**src/glob_ctrl_consts.svh**
```systemverilog
`ifndef GLOB_CTRL_CONSTS_SVH
`define GLOB_CTRL_CONSTS_SVH

// ----------------------------------------
// Register offsets
// ----------------------------------------
`define OFS_FWD_OPT 8'h05
`define OFS_PORT_LINK 8'h06
`define OFS_STORM_LOW 8'h07
`define OFS_FACT_A 8'h08
`define OFS_FACT_B 8'h09

// ----------------------------------------
// Reset values and masks
// ----------------------------------------
`define RST_FWD_OPT 8'h00
`define RST_PORT_LINK 8'h00
`define RST_STORM_LOW 8'h4a
`define RST_FACT_A 8'h00
`define RST_FACT_B 8'h4c
`define FWD_OPT_WR_MASK 8'hf3

// ----------------------------------------
// Field positions
// ----------------------------------------
`define FO_VLAN_EN 7
`define FO_PRETAG 4
`define FO_TAG_MASK 1
`define FO_SNIFF_AND 0
`define PL_BACKPRES 7
`define PL_HALF_DUP 6
`define PL_FLOW_EN 5
`define PL_SPEED_10 4
`define PL_NULL_VID 3
`define PL_STORM_HI_MSB 2

// ----------------------------------------
// Timing
// ----------------------------------------
`define CLK_KHZ 125000
`define STORM_WIN_100_MS 50
`define STORM_WIN_10_MS 500
`define STRAP_SETTLE_CYC 3'd4

`endif

```
**src/glob_ctrl_pkg.sv**
```systemverilog
package glob_ctrl_pkg;

	typedef struct packed {
		logic [11:0] vid;
		logic [11:0] port_vid;
		logic src_match;
		logic dst_match;
	} fwd_req_type;

	typedef struct packed {
		logic [11:0] vid;
		logic [4:0] port_mask;
		logic mask_valid;
		logic sniff;
	} fwd_ans_type;

	typedef struct packed {
		logic pretag_en;
		logic backpressure_en;
		logic half_duplex;
		logic flow_ctrl_en;
		logic speed_10;
		logic vlan_en;
	} mac_ctrl_type;

endpackage : glob_ctrl_pkg

```
**src/switch_global_control_regs.sv**
```systemverilog
//
// Function
// - Tag mask enabled: low five VID bits select egress ports.
// - Tag mask only acts while VLAN enable is clear.
// - Sniff select set needs source and destination match; clear needs either.
// - Back pressure bit applies half-duplex back pressure on switch port.
// - Duplex bit set is half duplex; reset from duplex strap.
// - Flow control bit enables full-duplex flow control; reset from strap.
// - Speed bit set is 10Mbps, clear 100Mbps; reset from strap.
// - Null VID replacement swaps null VID for port default VID.
// - Storm limit is eleven bits split across registers 0x06 and 0x07.
// - Storm window is 50ms at 100Mbps, 500ms at 10Mbps.
// - Storm limit resets to 0x4a low, zero high.
// - VLAN enable bit turns VLAN forwarding on; table set first.
//
`timescale 1ns/1ps
`include "glob_ctrl_consts.svh"

module switch_global_control_regs
	import glob_ctrl_pkg::*;
#(
	parameter int NUM_PORTS = 5,
	parameter int WIN_100_CYC = `STORM_WIN_100_MS * `CLK_KHZ,
	parameter int WIN_10_CYC = `STORM_WIN_10_MS * `CLK_KHZ
) (
	// Clock and reset
	input wire logic sys_clk,
	input wire logic rst_b,
	// Management register port
	input wire logic [7:0] reg_addr,
	input wire logic reg_wr,
	input wire logic [7:0] reg_wdata,
	output logic [7:0] reg_rdata,
	// Strap pins
	input wire logic duplex_strap_pin,
	input wire logic flow_strap_pin,
	input wire logic speed_strap_pin,
	// Forwarding lookup
	input wire logic fwd_req_valid,
	input wire fwd_req_type fwd_req,
	output logic fwd_ans_valid,
	output fwd_ans_type fwd_ans,
	// Broadcast storm
	input wire logic [NUM_PORTS-1:0] bcast_block,
	output logic [NUM_PORTS-1:0] storm_drop,
	// Switch port settings
	output mac_ctrl_type mac_ctrl
);

	// ----------------------------------------
	// Strap synchronisers
	// ----------------------------------------
	logic [2:0] strap_s1_reg, strap_s2_reg, strap_s3_reg;
	logic [2:0] settle_reg, settle_next;
	logic strap_load;

	always_ff @(posedge sys_clk or negedge rst_b) begin
		if (!rst_b) begin
			strap_s1_reg <= 3'h0;
			strap_s2_reg <= 3'h0;
			strap_s3_reg <= 3'h0;
		end else begin
			strap_s1_reg <= {duplex_strap_pin, flow_strap_pin, speed_strap_pin};
			strap_s2_reg <= strap_s1_reg;
			strap_s3_reg <= strap_s2_reg;
		end
	end

	// Straps caught once the chain has filled after release
	always_comb begin
		settle_next = settle_reg;
		if (settle_reg != `STRAP_SETTLE_CYC) begin
			settle_next = settle_reg + 3'd1;
		end
	end
	assign strap_load = (settle_reg == `STRAP_SETTLE_CYC - 3'd1);

	always_ff @(posedge sys_clk or negedge rst_b) begin
		if (!rst_b) begin
			settle_reg <= 3'h0;
		end else begin
			settle_reg <= settle_next;
		end
	end

	// ----------------------------------------
	// Register file
	// ----------------------------------------
	logic [7:0] fwd_opt_reg, fwd_opt_next;
	logic [7:0] port_link_reg, port_link_next;
	logic [7:0] storm_low_reg, storm_low_next;
	logic [7:0] rdata_next;
	logic [10:0] storm_limit;

	always_comb begin
		fwd_opt_next = fwd_opt_reg;
		port_link_next = port_link_reg;
		storm_low_next = storm_low_reg;
		if (reg_wr) begin
			case (reg_addr)
				`OFS_FWD_OPT: begin
					fwd_opt_next = reg_wdata & `FWD_OPT_WR_MASK;
				end
				`OFS_PORT_LINK: begin
					port_link_next = reg_wdata;
				end
				`OFS_STORM_LOW: begin
					storm_low_next = reg_wdata;
				end
				default: begin
				end
			endcase
		end
		if (strap_load && (strap_s2_reg == strap_s3_reg)) begin
			port_link_next[`PL_HALF_DUP] = strap_s3_reg[2];
			port_link_next[`PL_FLOW_EN] = strap_s3_reg[1];
			port_link_next[`PL_SPEED_10] = strap_s3_reg[0];
		end
	end

	always_comb begin
		case (reg_addr)
			`OFS_FWD_OPT: rdata_next = fwd_opt_reg;
			`OFS_PORT_LINK: rdata_next = port_link_reg;
			`OFS_STORM_LOW: rdata_next = storm_low_reg;
			`OFS_FACT_A: rdata_next = `RST_FACT_A;
			`OFS_FACT_B: rdata_next = `RST_FACT_B;
			default: rdata_next = 8'h00;
		endcase
	end

	always_ff @(posedge sys_clk or negedge rst_b) begin
		if (!rst_b) begin
			fwd_opt_reg <= `RST_FWD_OPT;
			port_link_reg <= `RST_PORT_LINK;
			storm_low_reg <= `RST_STORM_LOW;
			reg_rdata <= 8'h00;
			mac_ctrl <= '0;
		end else begin
			fwd_opt_reg <= fwd_opt_next;
			port_link_reg <= port_link_next;
			storm_low_reg <= storm_low_next;
			reg_rdata <= rdata_next;
			mac_ctrl.pretag_en <= fwd_opt_reg[`FO_PRETAG];
			mac_ctrl.backpressure_en <= port_link_reg[`PL_BACKPRES];
			mac_ctrl.half_duplex <= port_link_reg[`PL_HALF_DUP];
			mac_ctrl.flow_ctrl_en <= port_link_reg[`PL_FLOW_EN];
			mac_ctrl.speed_10 <= port_link_reg[`PL_SPEED_10];
			mac_ctrl.vlan_en <= fwd_opt_reg[`FO_VLAN_EN];
		end
	end

	assign storm_limit = {port_link_reg[`PL_STORM_HI_MSB:0], storm_low_reg};

	// ----------------------------------------
	// Forwarding lookup
	// ----------------------------------------
	fwd_ans_type ans_next;

	always_comb begin
		ans_next.vid = fwd_req.vid;
		if (port_link_reg[`PL_NULL_VID] && (fwd_req.vid == 12'h000)) begin
			ans_next.vid = fwd_req.port_vid;
		end
		ans_next.mask_valid = fwd_opt_reg[`FO_TAG_MASK] && !fwd_opt_reg[`FO_VLAN_EN];
		ans_next.port_mask = ans_next.mask_valid ? fwd_req.vid[4:0] : 5'h00;
		if (fwd_opt_reg[`FO_SNIFF_AND]) begin
			ans_next.sniff = fwd_req.src_match && fwd_req.dst_match;
		end else begin
			ans_next.sniff = fwd_req.src_match || fwd_req.dst_match;
		end
	end

	always_ff @(posedge sys_clk or negedge rst_b) begin
		if (!rst_b) begin
			fwd_ans_valid <= 1'b0;
			fwd_ans <= '0;
		end else begin
			fwd_ans_valid <= fwd_req_valid;
			fwd_ans <= ans_next;
		end
	end

	// ----------------------------------------
	// Broadcast storm window
	// ----------------------------------------
	logic [31:0] win_cnt_reg, win_cnt_next;
	logic win_end;

	always_comb begin
		win_end = port_link_reg[`PL_SPEED_10] ? (win_cnt_reg >= 32'(WIN_10_CYC - 1))
			: (win_cnt_reg >= 32'(WIN_100_CYC - 1));
		win_cnt_next = win_end ? 32'h0 : win_cnt_reg + 32'h1;
	end

	always_ff @(posedge sys_clk or negedge rst_b) begin
		if (!rst_b) begin
			win_cnt_reg <= 32'h0;
		end else begin
			win_cnt_reg <= win_cnt_next;
		end
	end

	// Blocks on the window's last cycle count into the new window
	genvar p;
	generate
		for (p = 0; p < NUM_PORTS; p++) begin : g_port
			logic [10:0] blk_cnt_reg, blk_cnt_next;
			logic drop_next;

			always_comb begin
				blk_cnt_next = win_end ? 11'h000 : blk_cnt_reg;
				drop_next = 1'b0;
				if (bcast_block[p]) begin
					if (blk_cnt_next < storm_limit) begin
						blk_cnt_next = blk_cnt_next + 11'h001;
					end else begin
						drop_next = 1'b1;
					end
				end
			end

			always_ff @(posedge sys_clk or negedge rst_b) begin
				if (!rst_b) begin
					blk_cnt_reg <= 11'h000;
					storm_drop[p] <= 1'b0;
				end else begin
					blk_cnt_reg <= blk_cnt_next;
					storm_drop[p] <= drop_next;
				end
			end
		end
	endgenerate

endmodule : switch_global_control_regs

```
**config.mk**
```make
export PLATFORM = sky130hd
export DESIGN_NAME = switch_global_control_regs
export DESIGN_NICKNAME = d
export VERILOG_FILES = /design/src/glob_ctrl_pkg.sv /design/src/switch_global_control_regs.sv
export VERILOG_INCLUDE_DIRS = /design/src
export SDC_FILE = /design/constraint.sdc
export NUM_CORES = 1
export LEC_CHECK = 0
export BUFFER_PORTS_ARGS = -buffer_cell sky130_fd_sc_hd__clkbuf_2
export CORE_ASPECT_RATIO = 2
export CORE_MARGIN = 1.5
export CORE_UTILIZATION = 38
export CTS_BUF_LIST = sky130_fd_sc_hd__clkbuf_4
export DETAILED_ROUTE_END_ITERATION = 7
export GPL_ROUTABILITY_DRIVEN = 0
export PLACE_DENSITY = 0.57
export SYNTH_ARGS = -nofsm -noshare
export SYNTH_HDL_FRONTEND = slang
export SYNTH_SLANG_ARGS = --single-unit
```
**constraint.sdc**
```tcl
create_clock -name sys_clk -period 5.6 [get_ports sys_clk]
set_input_delay 1.12 -clock sys_clk [delete_from_list [all_inputs] [get_ports sys_clk]]
set_output_delay 1.12 -clock sys_clk [all_outputs]
set_load 0.03 [all_outputs]
```
==> flow_summary.yaml <==
layout:
  area_growth_pct: 12.2
  drive_gt1_share_pct: 18.8
  nFillCells: 2232
  largest_reg_flops: 55
  final-instance-count-excl-fill: 1222
  layout.nets: 1040
  final_util_pct: 43.6
synthesis:
  synth_edf_count: 0
  ys_warn_count: 0
  synthDistinctLibCells: 69
  synth_cells: 839
  avgSynthCellArea_sq_um: 10.3
  ys_seq_elements: 160
  ys_async_sr_fraction_pct: 100
  ys.flop_type: "dfrtp_1"
  yosys-top-cells-area: "dfrtp_1 (46%), ha_1 (7.8%), xnor2_1 (4.7%)"
  synth.cell_area_sq_um: 8610
  synth_top_area_share_pct: 45.6
  yosys.area.top_type: "dfrtp_1"
  synth_commonest_cells: "dfrtp_1 (157), nor2_1 (66), and2_1 (55), nand2_1 (55)"
  seq_area_frac_synth_pct: 46.6
  synth.most_common_cell: "dfrtp_1"
floorplanning:
  die-area_sq_um: 23600
  die-height_microns: 216
  core_sq_um: 22200
  rows: 77
  die_w_microns: 109
  io_pins: 93
  start_util_pct: 38.8
worst_setup_path:
  r2r-start: "win_cnt_reg[0]"
  startpoint: "win_cnt_reg[0]"
  reg2reg_slack_ns: 1.10
  path_max_fanout: 33
  cp.required_ns: 6.11
  worst_setup_path_end_kind: "flip-flop"
  crit_path_start_kind: "flip-flop"
  cp.arrival_ns: 5.02
  worstSetupPathType: "reg -> reg"
clock_tree:
  cts_tree: "done"
  clk_latency_ns: 0.62
  ctsHtreeMaxLevel: 4
  cts_hold_buf: 0
  post_cts_buffers: 0
  ctsResizeCount: 0
  clk_path_buf_depth: 2
  cts_inserted_buffers: 17
  root_buffer: "clkbuf_4"
  cts.sinks: 160
  cts.clk_slew.worst_paths_ns: 0.14
sta:
  slew_headroom_pct: 36.4
  hold_viol_final: 0
  fin_setup_tns_ns: 0
  worst_pin_slew_ns: 0.954
  fin_worst_skew_ns: 0.0250
  setup_ws_ns: 1.10
  rsz0062_at_grt: "no"
  drv_slew: 0
  post-route-period-util_pct: 80.4
  max_freq_ghz: 0.222
  finalSetupViolCount: 0
  period_minus_slack_ns: 4.50
route:
  routedWlPerCell_microns: 17.5
  initialDrtViolationCount: 254
  vias_per_cell: 5.30
  routed_wl_microns: 21400
  drt_first_pass_iters: 4
  drc: 0
  vias: 6476
  detail-route-antenna-nets: 0
placement:
  portBuffers: 92
  dp_hpwl_microns: 16200
  pre_cts_slack_ns: 1.12
  placedCellCount: 1189
run_status:
  status: "completed"
grt:
  grt_overflow: 0
  grt_pass1_wl_microns: 35500
  grt_max_degree: 84
  grt_usage_pct: 19.9
  grt_pass1_vias: 6728
  antenna_found_initial: 1
worst_hold_path:
  hold_path_class: "reg -> reg"
  hold_start: "strap_s1_reg[0]"
power_and_ir_drop:
  vdd_drop_max_uv: 332
  power_uw: 2220
  cellPowerDensity_nw_per_um2: 230
  leakagePower_uw: 0.00464
run:
  cap_violations: 0
## cell families (layout without fill, tap and decap cells)
kind of cell               count (synthesis)  in the layout  share of synthesized area, %
and+or+nand+nor                          332            332                          20.6
DFF                                      160            160                          46.6
AOI/OAI and AO/OA                        119            119                          9.83
xor gates and xnor gates                  69             69                          7.02
buffers and inverters                     63            164                          2.97
adders and majority gates                 54             54                          7.85
muxes                                     41             41                          5.16
other                                      1              7                        0.0436
## through the flow
step / hold WS (ns) / instance area (sq um)
after floorplan: 0.331 / 8630
after global placement: 0.331 / 9360
after detailed placement: 0.343 / 9360
after CTS: 0.375 / 9660
after global routing: 0.381 / 9660
final: 0.372 / 9660
## cells in the final DEF (no fill, tap or decap), types with 4 or more instances in the layout
cell type and n:
dfrtp_1 157, clkbuf_2 91, nor2_1 66, nand2_1 55, and2_1 55, ha_1 54, nand3_1 53, xnor2_1 46
inv_1 34, a21oi_1 34, mux2_2 26, a21o_1 25, xor2_1 23, nor3_1 20, clkbuf_4 18, nand4_1 17
and3_1 15, mux2i_1 14, o21ai_0 12, nor4_1 11, o31ai_1 7, or4_1 6, nand2b_1 6, buf_4 6
conb_1 6, a31oi_1 5, nand3b_1 4, or3_1 4, clkinv_4 4
## path summary, 6_finish.rpt
path,to,cells past startpoint
min reg2reg,strap_s2_reg[0],0
min in group asynchronous,g_port[4].blk_cnt_reg[2],1
max reg2reg,g_port[4].blk_cnt_reg[1],15
min,strap_s2_reg[0],0
max in group asynchronous,storm_low_reg[3],2
max,g_port[4].blk_cnt_reg[1],15
## routing by layer
metal	GRT usage [%]	part of all wire (%)	up-vias
met5	0	0	-
met4	9.09	3.6	0
met3	4.17	2.6	36
met2	36.7	58	107
met1	21.0	36	3199
li1	-	-	3134
## power breakdown
group	switching (uW)	internal, uW	total (uW)
logic	179	90.6	270
clock network	458	278	736
registers	24.5	1190	1220
total	661	1560	2220
## layout make-up
type	instances	area [sq um]	share of cell area [%]
Antenna cell	1	2.50	0.0259
Clock buffer	18	135	1.40
Clock inverter	14	159	1.65
Inverter	34	128	1.32
Multi-Input combinational cell	621	4370	45.2
Sequential cell	160	4010	41.5
Tap cell	276	345	3.58
Timing Repair Buffer	98	512	5.30
## worst max-delay path, cell delays in order, from the launching register on
cell,delay [ns]
dfrtp_1,0.41
ha_1,0.22
nand4_1,0.17
a311oi_1,0.46
a211o_1,0.25
nand3_2,0.22
buf_4,0.31
and2_1,0.23
ha_1,0.29
a21o_1,0.18
a21o_1,0.17
or4_1,0.38
o21ai_0,0.13
o41a_1,0.45
nand2_1,0.16
mux2_1,0.34
(Power assumes the default switching activity.)
